`src/rtl/stt_cfg.svh`:
```
// offsets, field positions and reset values of the trap/timer status block
// assumes: included by the package and the top module by bare name
`ifndef STT_CFG_SVH
`define STT_CFG_SVH
`define STT_OFF_MIRROR 8'h04
`define STT_OFF_CLEAR 8'h06
`define STT_OFF_SPEEDUP 8'h08
`define STT_OFF_TIMER 8'h1C
`define STT_CFG_CMD 8'h04
`define STT_CFG_BAR 8'h10
`define STT_CMD_MEM_BIT 1
`define STT_IO_TIMER 32'h0000121C
`define STT_STS_W 6
`define STT_BIT_FTRAP 5
`define STT_BIT_USER_DEVICE_THREE_TRAP 4
`define STT_BIT_UDEF2 3
`define STT_BIT_UDEF1 2
`define STT_BIT_GPT2 1
`define STT_BIT_GPT1 0
`define STT_TMR_W 24
`define STT_TMR_MSB 23
`define STT_TMR_RST 24'hFFFFFC
`define STT_STS_RST 6'h00
`define STT_BAR_RST 24'h000000
`endif

```
`src/rtl/stt_pkg.sv`:
```
// types shared by the trap/timer status block and its surroundings
// assumes: constants come from stt_cfg.svh
`include "stt_cfg.svh"
package stt_pkg;
  typedef struct packed {
    logic mem_rd;
    logic io_rd;
    logic cfg_rd;
    logic cfg_wr;
    logic [31:0] addr;
    logic [31:0] wdata;
  } stt_req_t;
  typedef struct packed {
    logic [3:0] func_trap;
    logic isa_trap;
    logic [2:0] udef;
    logic [1:0] gpt;
  } stt_evt_t;
  typedef struct packed {
    logic [3:0] func_trap;
    logic isa_trap;
    logic [2:0] udef;
    logic [1:0] gpt;
    logic acpi_smi;
    logic speedup_cfg;
    logic susp_mod;
  } stt_en_t;
  typedef struct packed {
    logic [`STT_STS_W-1:0] sts;
    logic [23:0] bar;
    logic mem_en;
    logic [`STT_TMR_W-1:0] cnt;
    logic tick;
    logic [31:0] rd_data;
    logic rd_valid;
    logic smi;
    logic gtt;
    logic pme;
    logic spd;
  } stt_state_t;
endpackage : stt_pkg

```
`src/rtl/stt_top.sv`:
```
// second-level trap/timer SMI status, speedup trigger and ACPI timer
// assumes: requests, events and enables are synchronous to CLK_SYS;
// TMR_TICK is a synchronous level at the timer base rate
//
// Contract
// - reading the mirror copy leaves every status bit unchanged
// - reading the clearing copy returns the bits then clears them all
// - clearing status drops the SMI; mirror reads keep it asserted
// - bit 5 set by enabled function one-four or legacy ISA trap
// - each function or ISA trap raises SMI only with its enable
// - bits 4,3,2 set by traps of user devices 3,2,1
// - user device trap raises SMI only with its enable bit
// - bit 1 set by timer 2 expiry, bit 0 by timer 1
// - timer expiry raises SMI only with its matching enable
// - any set status bit shows as the top-level traps/timers flag
// - speedup register read with speedup bit set invokes the handler
// - speedup read data is don't-care; no effect when modulation is off
// - read-only 24-bit ACPI counter increments on the timer base
// - upper eight bits of the timer register read zero
// - with its enable, an SMI fires each time the counter MSB toggles
// - timer SMI reported as the power management event
// - timer count also readable through a fixed I/O port
// - memory registers answer only with memory space enabled
// - registers decode in a 256-byte range; BAR low byte reads zero
`timescale 1ns/1ps
`include "stt_cfg.svh"
module stt_top (
  input wire logic CLK_SYS,              // core clock, 200 MHz
  input wire logic RST_N,                // asynchronous reset, active low
  input wire stt_pkg::stt_req_t REQ,     // memory, I/O and config access
  input wire stt_pkg::stt_evt_t EVT,     // trap and timer event pulses
  input wire stt_pkg::stt_en_t EN,       // enables held in function 0
  input wire logic TMR_TICK,             // timer base, about 14.3 MHz
  output logic [31:0] RD_DATA,           // read answer data
  output logic RD_VALID,                 // read answer strobe
  output logic SMI_REQ,                  // SMI from second-level status
  output logic TOP_GTT,                  // top-level traps/timers flag
  output logic PME_EVT,                  // ACPI timer SMI pulse
  output logic SPEEDUP_SMI               // speedup-disable SMI pulse
);
  import stt_pkg::*;

  stt_state_t q;
  stt_state_t d;
  logic [`STT_STS_W-1:0] set_v;
  logic hit;
  logic rd_mirror;
  logic rd_clear;
  logic rd_speedup;
  logic rd_timer;
  logic io_timer;
  logic tick_rise;
  logic [`STT_TMR_W-1:0] cnt_inc;
  logic msb_flip;
  logic [7:0] off;
  logic [`STT_BIT_USER_DEVICE_THREE_TRAP:0] lone_evt;
  logic [`STT_BIT_USER_DEVICE_THREE_TRAP:0] lone_en;
  wire [`STT_BIT_USER_DEVICE_THREE_TRAP:0] lone_set;

  assign off = REQ.addr[7:0];

  // user device and timer events map one to one onto status bits 4..0
  assign lone_evt = {EVT.udef, EVT.gpt};
  assign lone_en = {EN.udef, EN.gpt};
  for (genvar i = 0; i <= `STT_BIT_USER_DEVICE_THREE_TRAP; i++) begin : g_lone
    assign lone_set[i] = lone_evt[i] & lone_en[i];
  end

  always_comb begin
    d = q;
    // events are pulses; only enabled ones reach the status
    set_v = '0;
    set_v[`STT_BIT_FTRAP] = |(EVT.func_trap & EN.func_trap)
      | (EVT.isa_trap & EN.isa_trap);
    set_v[`STT_BIT_USER_DEVICE_THREE_TRAP:`STT_BIT_GPT1] = lone_set;

    // the whole 256-byte window decodes on BAR bits 31:8
    hit = REQ.mem_rd & q.mem_en & (REQ.addr[31:8] == q.bar);
    rd_mirror = hit & (off == `STT_OFF_MIRROR);
    rd_clear = hit & (off == `STT_OFF_CLEAR);
    rd_speedup = hit & (off == `STT_OFF_SPEEDUP);
    rd_timer = hit & (off == `STT_OFF_TIMER);
    io_timer = REQ.io_rd & (REQ.addr == `STT_IO_TIMER);

    // a set arriving with the clearing read survives it
    if (rd_clear) begin
      d.sts = set_v;
    end else begin
      d.sts = q.sts | set_v;
    end

    // timer base sampled as a level; count on its rising edge
    d.tick = TMR_TICK;
    tick_rise = TMR_TICK & ~q.tick;
    cnt_inc = q.cnt + 24'h000001;
    msb_flip = 1'h0;
    if (tick_rise) begin
      d.cnt = cnt_inc;
      msb_flip = cnt_inc[`STT_TMR_MSB] ^ q.cnt[`STT_TMR_MSB];
    end
    d.pme = msb_flip & EN.acpi_smi;

    // speedup read only matters while modulation is on
    d.spd = rd_speedup & EN.speedup_cfg & EN.susp_mod;

    // config side: command memory enable and BAR upper bits
    if (REQ.cfg_wr && REQ.addr[7:0] == `STT_CFG_CMD) begin
      d.mem_en = REQ.wdata[`STT_CMD_MEM_BIT];
    end
    if (REQ.cfg_wr && REQ.addr[7:0] == `STT_CFG_BAR) begin
      d.bar = REQ.wdata[31:8];
    end

    // unmapped offsets inside the window answer zero
    d.rd_valid = hit | io_timer | REQ.cfg_rd;
    d.rd_data = '0;
    if (rd_mirror || rd_clear) begin
      d.rd_data = {26'h0, q.sts};
    end else if (rd_timer || io_timer) begin
      d.rd_data = {8'h00, q.cnt};
    end else if (REQ.cfg_rd && REQ.addr[7:0] == `STT_CFG_CMD) begin
      d.rd_data = {30'h0, q.mem_en, 1'h0};
    end else if (REQ.cfg_rd && REQ.addr[7:0] == `STT_CFG_BAR) begin
      d.rd_data = {q.bar, 8'h00};
    end

    // SMI and top flag follow the status that will stand next cycle
    d.smi = |d.sts;
    d.gtt = |d.sts;
  end

  always_ff @(posedge CLK_SYS or negedge RST_N) begin
    if (!RST_N) begin
      q.sts <= `STT_STS_RST;
      q.bar <= `STT_BAR_RST;
      q.mem_en <= 1'h0;
      q.cnt <= `STT_TMR_RST;
      q.tick <= 1'h0;
      q.rd_data <= 32'h00000000;
      q.rd_valid <= 1'h0;
      q.smi <= 1'h0;
      q.gtt <= 1'h0;
      q.pme <= 1'h0;
      q.spd <= 1'h0;
    end else begin
      q <= d;
    end
  end

  assign RD_DATA = q.rd_data;
  assign RD_VALID = q.rd_valid;
  assign SMI_REQ = q.smi;
  assign TOP_GTT = q.gtt;
  assign PME_EVT = q.pme;
  assign SPEEDUP_SMI = q.spd;

  // checks

  property p_mirror_keeps;
    @(posedge CLK_SYS) disable iff (!RST_N)
    (rd_mirror && set_v == '0) |=> (q.sts == $past(q.sts));
  endproperty
  a_mirror_keeps: assert property (p_mirror_keeps)
    else $error("mirror read changed status");

  property p_clear_reads;
    @(posedge CLK_SYS) disable iff (!RST_N)
    (rd_clear && set_v == '0) |=>
      (q.sts == '0) && q.rd_valid && (q.rd_data[5:0] == $past(q.sts));
  endproperty
  a_clear_reads: assert property (p_clear_reads)
    else $error("clearing read did not return and clear status");

  property p_smi_follows;
    @(posedge CLK_SYS) disable iff (!RST_N)
    (rd_clear && set_v == '0) |=> !SMI_REQ ##1 (SMI_REQ == (|q.sts));
  endproperty
  a_smi_follows: assert property (p_smi_follows)
    else $error("SMI not dropped by clearing read");

  property p_smi_kept;
    @(posedge CLK_SYS) disable iff (!RST_N)
    (SMI_REQ && !rd_clear) |=> SMI_REQ;
  endproperty
  a_smi_kept: assert property (p_smi_kept)
    else $error("SMI dropped without clearing read");

  property p_ftrap_set;
    @(posedge CLK_SYS) disable iff (!RST_N)
    ((|(EVT.func_trap & EN.func_trap)) || (EVT.isa_trap && EN.isa_trap))
      |=> q.sts[`STT_BIT_FTRAP];
  endproperty
  a_ftrap_set: assert property (p_ftrap_set)
    else $error("function trap status not set");

  property p_ftrap_gated;
    @(posedge CLK_SYS) disable iff (!RST_N)
    $rose(q.sts[`STT_BIT_FTRAP]) |->
      $past((|(EVT.func_trap & EN.func_trap)) || (EVT.isa_trap && EN.isa_trap));
  endproperty
  a_ftrap_gated: assert property (p_ftrap_gated)
    else $error("function trap status set without enabled event");

  property p_user_device_three_trap;
    @(posedge CLK_SYS) disable iff (!RST_N)
    (EVT.udef[2] && EN.udef[2]) |=> q.sts[`STT_BIT_USER_DEVICE_THREE_TRAP] [*2] or
      (q.sts[`STT_BIT_USER_DEVICE_THREE_TRAP] ##1 $past(rd_clear));
  endproperty
  a_user_device_three_trap: assert property (p_user_device_three_trap)
    else $error("user device 3 status not set");

  property p_udef_gated;
    @(posedge CLK_SYS) disable iff (!RST_N)
    $rose(q.sts[`STT_BIT_UDEF1]) |-> $past(EVT.udef[0] && EN.udef[0]);
  endproperty
  a_udef_gated: assert property (p_udef_gated)
    else $error("user device 1 status set while disabled");

  property p_gpt;
    @(posedge CLK_SYS) disable iff (!RST_N)
    (EVT.gpt[1] && EN.gpt[1]) |=> q.sts[`STT_BIT_GPT2];
  endproperty
  a_gpt: assert property (p_gpt)
    else $error("timer 2 status not set");

  property p_gpt_gated;
    @(posedge CLK_SYS) disable iff (!RST_N)
    $rose(q.sts[`STT_BIT_GPT1]) |-> $past(EVT.gpt[0] && EN.gpt[0]);
  endproperty
  a_gpt_gated: assert property (p_gpt_gated)
    else $error("timer 1 status set while disabled");

  property p_top_flag;
    @(posedge CLK_SYS) disable iff (!RST_N)
    TOP_GTT == (q.sts != '0);
  endproperty
  a_top_flag: assert property (p_top_flag)
    else $error("top-level flag disagrees with status");

  property p_speedup;
    @(posedge CLK_SYS) disable iff (!RST_N)
    rd_speedup |=> (SPEEDUP_SMI == $past(EN.speedup_cfg && EN.susp_mod));
  endproperty
  a_speedup: assert property (p_speedup)
    else $error("speedup read trigger wrong");

  property p_speedup_only;
    @(posedge CLK_SYS) disable iff (!RST_N)
    SPEEDUP_SMI |-> $past(rd_speedup && EN.susp_mod);
  endproperty
  a_speedup_only: assert property (p_speedup_only)
    else $error("speedup SMI without enabled read");

  property p_count;
    @(posedge CLK_SYS) disable iff (!RST_N)
    tick_rise |=> (q.cnt == $past(cnt_inc));
  endproperty
  a_count: assert property (p_count)
    else $error("timer did not advance on tick");

  property p_count_hold;
    @(posedge CLK_SYS) disable iff (!RST_N)
    !tick_rise |=> $stable(q.cnt);
  endproperty
  a_count_hold: assert property (p_count_hold)
    else $error("timer moved without tick");

  property p_timer_read;
    @(posedge CLK_SYS) disable iff (!RST_N)
    (rd_timer || io_timer) |=> RD_VALID && (RD_DATA[31:24] == 8'h00)
      && (RD_DATA[23:0] == $past(q.cnt));
  endproperty
  a_timer_read: assert property (p_timer_read)
    else $error("timer read data wrong");

  property p_msb_smi;
    @(posedge CLK_SYS) disable iff (!RST_N)
    (tick_rise && EN.acpi_smi && (cnt_inc[`STT_TMR_MSB] != q.cnt[`STT_TMR_MSB]))
      |=> PME_EVT ##1 !PME_EVT;
  endproperty
  a_msb_smi: assert property (p_msb_smi)
    else $error("no timer SMI on MSB toggle");

  property p_pme_cause;
    @(posedge CLK_SYS) disable iff (!RST_N)
    PME_EVT |-> $past(EN.acpi_smi)
      && ($past(q.cnt[`STT_TMR_MSB]) != q.cnt[`STT_TMR_MSB]);
  endproperty
  a_pme_cause: assert property (p_pme_cause)
    else $error("timer SMI without MSB toggle");

  property p_io_timer;
    @(posedge CLK_SYS) disable iff (!RST_N)
    (REQ.io_rd && REQ.addr == `STT_IO_TIMER) |=> RD_VALID;
  endproperty
  a_io_timer: assert property (p_io_timer)
    else $error("I/O timer read not answered");

  property p_mem_gate;
    @(posedge CLK_SYS) disable iff (!RST_N)
    (REQ.mem_rd && !q.mem_en && !REQ.io_rd && !REQ.cfg_rd) |=> !RD_VALID;
  endproperty
  a_mem_gate: assert property (p_mem_gate)
    else $error("memory read answered while disabled");

  property p_bar_low;
    @(posedge CLK_SYS) disable iff (!RST_N)
    (REQ.cfg_rd && REQ.addr[7:0] == `STT_CFG_BAR) |=> (RD_DATA[7:0] == 8'h00);
  endproperty
  a_bar_low: assert property (p_bar_low)
    else $error("BAR low byte not zero");

  property p_sts_sticky;
    @(posedge CLK_SYS) disable iff (!RST_N)
    (q.sts != '0 && !rd_clear) |=> ((q.sts & $past(q.sts)) == $past(q.sts));
  endproperty
  a_sts_sticky: assert property (p_sts_sticky)
    else $error("status bit lost without clearing read");

  property p_set_wins;
    @(posedge CLK_SYS) disable iff (!RST_N)
    (rd_clear && set_v != '0) |=> (q.sts == $past(set_v));
  endproperty
  a_set_wins: assert property (p_set_wins)
    else $error("event lost to a clearing read in the same cycle");

  property p_rsvd_zero;
    @(posedge CLK_SYS) disable iff (!RST_N)
    (rd_mirror || rd_clear) |=> (RD_DATA[31:`STT_STS_W] == '0);
  endproperty
  a_rsvd_zero: assert property (p_rsvd_zero)
    else $error("reserved status bits not zero");

  property p_wrap;
    @(posedge CLK_SYS) disable iff (!RST_N)
    (tick_rise && q.cnt == '1) |=> (q.cnt == '0);
  endproperty
  a_wrap: assert property (p_wrap)
    else $error("timer did not wrap to zero");

  property p_outside;
    @(posedge CLK_SYS) disable iff (!RST_N)
    (REQ.mem_rd && REQ.addr[31:8] != q.bar && !REQ.io_rd && !REQ.cfg_rd) |=> !RD_VALID;
  endproperty
  a_outside: assert property (p_outside)
    else $error("memory read outside the window answered");

endmodule : stt_top

```
`config.mk`:
```
export PLATFORM = sky130hd
export DESIGN_NAME = stt_top
export DESIGN_NICKNAME = d
export VERILOG_FILES = /design/src/rtl/stt_pkg.sv /design/src/rtl/stt_top.sv
export VERILOG_INCLUDE_DIRS = /design/src /design/src/rtl
export SDC_FILE = /design/constraint.sdc
export NUM_CORES = 1
export LEC_CHECK = 0
export ABC_AREA = 1
export ABC_CLOCK_PERIOD_IN_PS = 5080
export BUFFER_PORTS_ARGS = -buffer_cell sky130_fd_sc_hd__buf_2
export CORE_ASPECT_RATIO = 1.75
export CORE_MARGIN = 3
export CORE_UTILIZATION = 35
export DETAILED_ROUTE_END_ITERATION = 8
export HOLD_SLACK_MARGIN = 0.08
export PLACE_DENSITY_LB_ADDON = 0.3
export SLEW_MARGIN = 20
export SYNTH_ARGS = -nofsm -noshare
export SYNTH_HDL_FRONTEND = slang
export SYNTH_SLANG_ARGS = --single-unit
```
`constraint.sdc`:
```
create_clock -name CLK_SYS -period 5.08 [get_ports CLK_SYS]
set_input_delay 1.016 -clock CLK_SYS [delete_from_list [all_inputs] [get_ports CLK_SYS]]
set_output_delay 1.016 -clock CLK_SYS [all_outputs]
set_load 0.01 [all_outputs]
```
==> impl_metrics.yaml, run 1 <==
clock_tree:
  cts_buffers: 9
  max-clock-path-buffers: 2
  htree_levels: 3
  clkSinkCount: 92
  holdBufCountCts: 0
  cts-root-buf: "clkbuf_16"
  tritoncts: "yes"
  postCtsSetupBuffers: 0
  cts_resized: 0
  clock_latency_ps: 340
  clkTransAtPathRegs_ps: 70
sta:
  tightest_slew_ps: 916
  rsz0062_at_grt: "no"
  setup_viol: 0
  drv_slew: 0
  period_share: 0.524
  skew_ps: 7.93
  slew_headroom: 0.388
  tns_ps: 0
  holdWs_ps: 493
  period_needed_ps: 2660
  hold_viol_final: 0
  fmax_ghz: 0.375
pwr:
  switching_share: 0.272
  p_int_w: 0.00120
  p_comb_frac: 0.111
  seqPwrFrac: 0.499
  ir_worst_vdd_uv: 131
  p_leak_nw: 3.36
  power.density_nw_per_um2: 288
  power.clock.fraction: 0.390
  p_sw_w: 0.000447
yosys:
  synth_fp_nets: 727
  synth_area_sq_um: 4890
  syn_avg_cell_area_sq_um: 7.73
  ys_types: 33
  synth_top_cell_by_area: "dfrtp_1"
  synth_top_area_frac: 0.358
  synth_area_leaders: "dfrtp_1 (36%), nand2_1 (12%), dfstp_2 (12%)"
  yosysSeqAreaShare: 0.477
  ys_ff_latch: 92
  syn_inst: 632
  yosys_warnings: 0
hold_path:
  hold_depth: 2
  hold_path.class: "reg2reg"
setup_path:
  end_kind: "flip-flop"
  crit_slowest_cell: "nand2_1"
  required_ps: 5360
  reg2regPathDepth: 11
  start_kind: "primary input"
  worstPathMaxFanout: 24
  arrival_ps: 2940
  critPathBufInv: 2
  critical_path_class: "in2reg"
  critical-path-max-stage-delay_ps: 650
  crit_chain: "buf_2 -> or2_1 -> nor4_1 -> nand2_1 -> nor2_1 -> o21ai_0 -> inv_1"
  cp_top_family: "simple AND/OR/NAND/NOR gates"
  path_depth: 7
place:
  place_congestion: 0.860
  portBuffers: 123
  hpwl_mm: 9.33
global_routing:
  grt_pass1_wl_mm: 18.5
  grt_usage: 0.157
  grt_max_degree: 62
  gr-total-overflow: 0
  grt_pass1_vias: 3925
  antenna_found_initial: 0
run_status:
  status: "completed"
floorplanning:
  rows: 56
  io-pin-count: 131
  die_y_microns: 162
  die_w_microns: 95.3
  initial_core_util: 0.361
  dieArea_sq_um: 15500
  placeableCoreArea_sq_um: 13500
layout:
  n_fill_cell: 1432
  syn_to_final_growth_pct: 16.8
  final_util: 0.422
  nNetsFinal: 819
  insertedDiodeCount: 0
  final_layout_size_suffix_gt1_frac: 0.254
routing:
  drcViolationCount: 0
  wl_per_cell_microns: 13.1
  dr.first_iter.drc_count: 138
  vias: 3986
  drtPass1Iterations: 6
  ant_nets: 0
  drt_wl_total_mm: 11.8
  routed_via_density: 4.41
flow_run:
  drv_cap: 0
-- path summary, 6_finish.rpt --
path                              startpoint               endpoint  slack (ps)
min in group asynchronous              RST_N  RD_DATA[22]$_DFF_PN0_         730
setup / recovery                     REQ[33]  RD_DATA[13]$_DFF_PN0_        2420
max in group asynchronous              RST_N      q[45]$_DFFE_PN1P_        3400
setup reg to reg           q[77]$_DFFE_PN0P_   RD_DATA[0]$_DFF_PN0_        2980
hold reg to reg              q[89]$_DFF_PN0_        q[89]$_DFF_PN0_         490
hold / removal               q[89]$_DFF_PN0_        q[89]$_DFF_PN0_         490
-- state kept, by name, indices dropped and copies added (netlist names) --
signal / flops
RD_DATA: 32
q: 56
TOP_GTT: 1
RD_VALID: 1
SPEEDUP_SMI: 1
PME_EVT: 1
-- logic make-up after synthesis --
kind of cell             after synthesis  share of synthesized area
AO/OA/AOI/OAI                         50                     0.0520
XOR/XNOR                              27                     0.0484
flip-flops                            92                      0.477
AND/OR/NAND/NOR                      311                      0.274
buffers and inverters                151                      0.146
adder cells (fa/ha/maj)                1                    0.00256
-- power by group through the flow --
| stage | combinational (W) | sequential (W) | clock, W |
|---|---|---|---|
| 2_1_floorplan | 0.000108 | 0.000826 | 0 |
| 3_3_place_gp | 0.000184 | 0.000836 | 0 |
| 3_5_place_dp | 0.000186 | 0.000835 | 0 |
| 4_1_cts | 0.000187 | 0.000822 | 0.000660 |
| 5_1_grt | 0.000212 | 0.000828 | 0.000686 |
| 6_report | 0.000183 | 0.000821 | 0.000642 |
-- metal layers --
metal  track usage  up-vias  routed length, microns  part of all wire
met5             0        -                       0                 0
met2         0.295       73                    6590              0.56
li1              -     2069                       -                 -
met4        0.0552        0                     208             0.018
met1         0.170     1831                    4520              0.38
met3        0.0277       13                     477             0.040
-- layout by cell type, fill, tap and decap left out, drive strengths merged --
cell type and n:
nor4 5, or2 5, nand3b 4, dfstp 22
xnor2 5, and3 1, xor2 22, ha 1
nand4 7, inv 111, a221oi 1, buf 125
clkbuf 9, clkinv 2, nand3 23, nand2 161
dfrtp 70, nor4b 1, nor2 92, nor3 12
a21oi 29, clkinvlp 1, o21ai 20
-- tightest hold or removal path, delay by kind of cell (launching register included) --
family	cells	cell delay (ps)
simple gates	2	110
flops	1	340
-- synth_stat cells --
library cell    n
nand2_4         1
nand2_1       156
o21ai_0        13
nand3b_1        4
o21ai_1         7
nor3_2          3
inv_1         104
buf_2           3
inv_2           3
ha_1            1
nand4_1         7
nand2_2         4
nor2_1         85
a21oi_1        29
nand3_1        21
dfstp_2        22
nand3_2         2
nor4_1          5
nor2_4          1
nor4b_1         1
nor3_1          9
buf_4          34
buf_6           2
or2_1           3
or2_2           2
a221oi_1        1
nor2_2          6
clkbuf_1        4
xnor2_1         5
clkbuf_2        1
xor2_1         22
and3_1          1
dfrtp_1        70
-- through the flow --
stage | total power [W] | cell area (sq um) | setup WS [ps] | std cells
3_5_place_dp | 0.00102 | 5430 | 2060 | 887
2_1_floorplan | 0.000934 | 4890 | 2820 | 632
3_3_place_gp | 0.00102 | 5430 | 2070 | 887
6_report | 0.00165 | 5710 | 2420 | 903
5_1_grt | 0.00173 | 5710 | 2180 | 903
4_1_cts | 0.00167 | 5710 | 2400 | 903
-- final cells by class --
class | instances | area, sq um | area share
clock buffer | 9 | 225 | 0.0395
timing repair buffer | 125 | 633 | 0.111
sequential | 92 | 2330 | 0.408
inverter | 107 | 402 | 0.0704
tap | 174 | 218 | 0.0381
multi-input combinational | 389 | 1840 | 0.323
clock inverter | 7 | 56.3 | 0.00986
No activity file was read; power rests on OpenSTA's default activity.
==> run 2, diff against run 1 <==
--- a/config.mk
+++ b/config.mk
@@ -7,7 +7,7 @@
 export NUM_CORES = 1
 export LEC_CHECK = 0
 export ABC_AREA = 1
-export ABC_CLOCK_PERIOD_IN_PS = 5080
+export ABC_CLOCK_PERIOD_IN_PS = 2450
 export BUFFER_PORTS_ARGS = -buffer_cell sky130_fd_sc_hd__buf_2
 export CORE_ASPECT_RATIO = 1.75
 export CORE_MARGIN = 3
==> constraint.sdc (replaced) <==
create_clock -name CLK_SYS -period 2.45 [get_ports CLK_SYS]
set_input_delay 0.49 -clock CLK_SYS [delete_from_list [all_inputs] [get_ports CLK_SYS]]
set_output_delay 0.49 -clock CLK_SYS [all_outputs]
set_load 0.01 [all_outputs]
==> run 2 against run 1 <==
  * Register-to-register slack got worse by 2400 ps
  * Clock power increased by 120%
  * Critical endpoint is now TOP_GTT$_DFF_PN0_
  * Largest power group unchanged
  * Via count increased by 0.28%
  * Global-route usage increased by 0.54 points
  * Highest routed layer unchanged
==> impl_metrics.yaml, run 2 (synthesis results as in run 1) <==
routing:
  dr_wl_met3_microns: 495
  dr.first_iter.drc_count: 117
  drtPass1Iterations: 4
  met2_length_mm: 6.67
  drt_wl_total_mm: 12.1
  highest_layer: "met4"
  routed_via_density: 4.38
  wl_met1_mm: 4.53
  ant_nets: 0
  drcViolationCount: 0
  vias: 3997
  wl_per_cell_microns: 13.2
pwr:
  switching_share: 0.265
  seqPwrFrac: 0.483
  ir_worst_vdd_uv: 291
  p_sw_w: 0.000935
  p_comb_frac: 0.109
  power_w: 0.00353
  p_int_w: 0.00260
  power.clock.fraction: 0.408
  p_leak_nw: 3.42
  power.density_nw_per_um2: 606
clock_tree:
  htree_levels: 3
  clock_latency_ps: 340
  max-clock-path-buffers: 2
  clkTransAtPathRegs_ps: 70
  tritoncts: "yes"
  cts-root-buf: "clkbuf_16"
  postCtsSetupBuffers: 0
  clkSinkCount: 92
  cts_buffers: 9
place:
  hpwl_mm: 9.68
  place_congestion: 0.861
  placed_area_sq_um: 5510
  portBuffers: 123
layout:
  top_register: "q"
  layout_commonest_cell: "nand2_1"
  largest_reg_flops: 56
  syn_to_final_growth_pct: 19.3
  insertedDiodeCount: 0
  final_layout_size_suffix_gt1_frac: 0.262
  design_area_sq_um: 5830
  final_cell_mix: "nand2_1 (156), buf_2 (122), inv_1 (104)"
  nNetsFinal: 828
setup_path:
  critPathBufInv: 1
  critical_path_class: "reg2reg"
  reg2regPathDepth: 12
  worstPathMaxFanout: 6
  r2r-start: "q[81]$_DFFE_PN0P_"
  cp_top_family: "simple AND/OR/NAND/NOR gates"
  arrival_ps: 2110
  crit_slowest_cell: "dfrtp_1"
  start_kind: "flip-flop"
  crit_chain: "inv_1 -> nand2_1 -> nand2_1 -> nand2_1 -> nor2_1 -> nand2_1 -> nor2_1 -> nand3_1 -> nand2_1 -> nand2_1 -> nor2_1 -> nand3_1"
  r2r-end: "TOP_GTT$_DFF_PN0_"
  critical-path-max-stage-delay_ps: 390
  r2r_slack_ps: 570
  required_ps: 2680
  crit_path_frequent_cell: "nand2_1"
  end_kind: "flip-flop"
floorplanning:
  die_y_microns: 162
  dieArea_sq_um: 15500
  placeableCoreArea_sq_um: 13500
  initial_core_util: 0.361
  die_w_microns: 95.3
  rows: 56
  io-pin-count: 131
sta:
  drv_slew: 0
  period_share: 0.769
  hold_viol_final: 0
  tightest_slew_ps: 490
  setup_viol: 0
  fmax_ghz: 0.531
  rsz0062_at_grt: "no"
  skew_ps: 6.45
  tns_ps: 0
  slew_headroom: 0.671
  period_needed_ps: 1880
global_routing:
  grt_usage: 0.162
  antenna_found_initial: 0
  grt_pass1_vias: 4096
  grt_pass1_wl_mm: 19.1
  grt_max_degree: 49
  gr-total-overflow: 0
hold_path:
  hold_depth: 1
  hold_path.class: "in2reg"
  holdCritStartpoint: "TMR_TICK"
  holdPathEnd: "q[37]$_DFF_PN0_"
run_status:
  status: "completed"
flow_run:
  drv_cap: 0
-- run 2: changes by cell type in the layout (fill, tap and decap cells not counted), sizes merged --
cell	delta
buf	+8
bufinv	+1
dlygate4sd3	+1
inv	-1
-- run 2: stage by stage --
stage	std cells	hold WS, ps	setup slack (ps)	util
after floorplan	632	194	718	-
after global placement	895	418	203	0.408
after detailed placement	895	415	200	0.408
after CTS	912	255	531	0.431
after global routing	912	264	305	0.431
final	912	266	566	0.431
-- run 2: what timing repair did --
item	CTS	global route
endpoints found under the hold margin	21	0
resized for setup	0	0
hold buffers	1	0
-- run 2: how the worst max path moves through the flow --
stage | from | to | slack [ps] | cells after the start
after global routing | q[38]$_DFFE_PN0P_ | q[59]$_DFFE_PN1P_ | 300 | 8
after CTS | q[39]$_DFFE_PN0P_ | q[59]$_DFFE_PN1P_ | 530 | 8
after floorplan | REQ[33] | RD_DATA[14]$_DFF_PN0_ | 720 | 8
after global placement | REQ[54] | RD_DATA[20]$_DFF_PN0_ | 200 | 10
after detailed placement | REQ[54] | RD_DATA[19]$_DFF_PN0_ | 200 | 10
final | q[81]$_DFFE_PN0P_ | TOP_GTT$_DFF_PN0_ | 570 | 12
-- run 2: metal layers --
metal / vias to the layer above / GRT usage
met3: 28 / 0.0301
met1: 1801 / 0.176
met5: - / 0
met4: 0 / 0.0657
li1: 2091 / -
met2: 77 / 0.300
-- run 2: power groups by stage --
stage	logic (W)	registers (W)	clock network (W)
after floorplan	0.000224	0.00171	0
after global placement	0.000387	0.00173	0
after detailed placement	0.000393	0.00173	0
after CTS	0.000397	0.00170	0.00148
after global routing	0.000449	0.00172	0.00153
final	0.000386	0.00171	0.00144
-- run 2: layout make-up --
type / instances / area, sq um
fillers: 1426 / 7690
flip-flops and latches: 92 / 2330
multi-input cells: 389 / 1840
repair buffers: 134 / 728
inverters: 107 / 402
clock buffers: 9 / 225
well taps: 174 / 218
clock inverters: 7 / 83.8
-- run 2: worst register-to-register path: cells and delay by family, from the launching register on --
kind	cells	cell delay, ps
AND/OR/NAND/NOR	11	1230
flip-flops	1	390
buffers and inverters	1	130
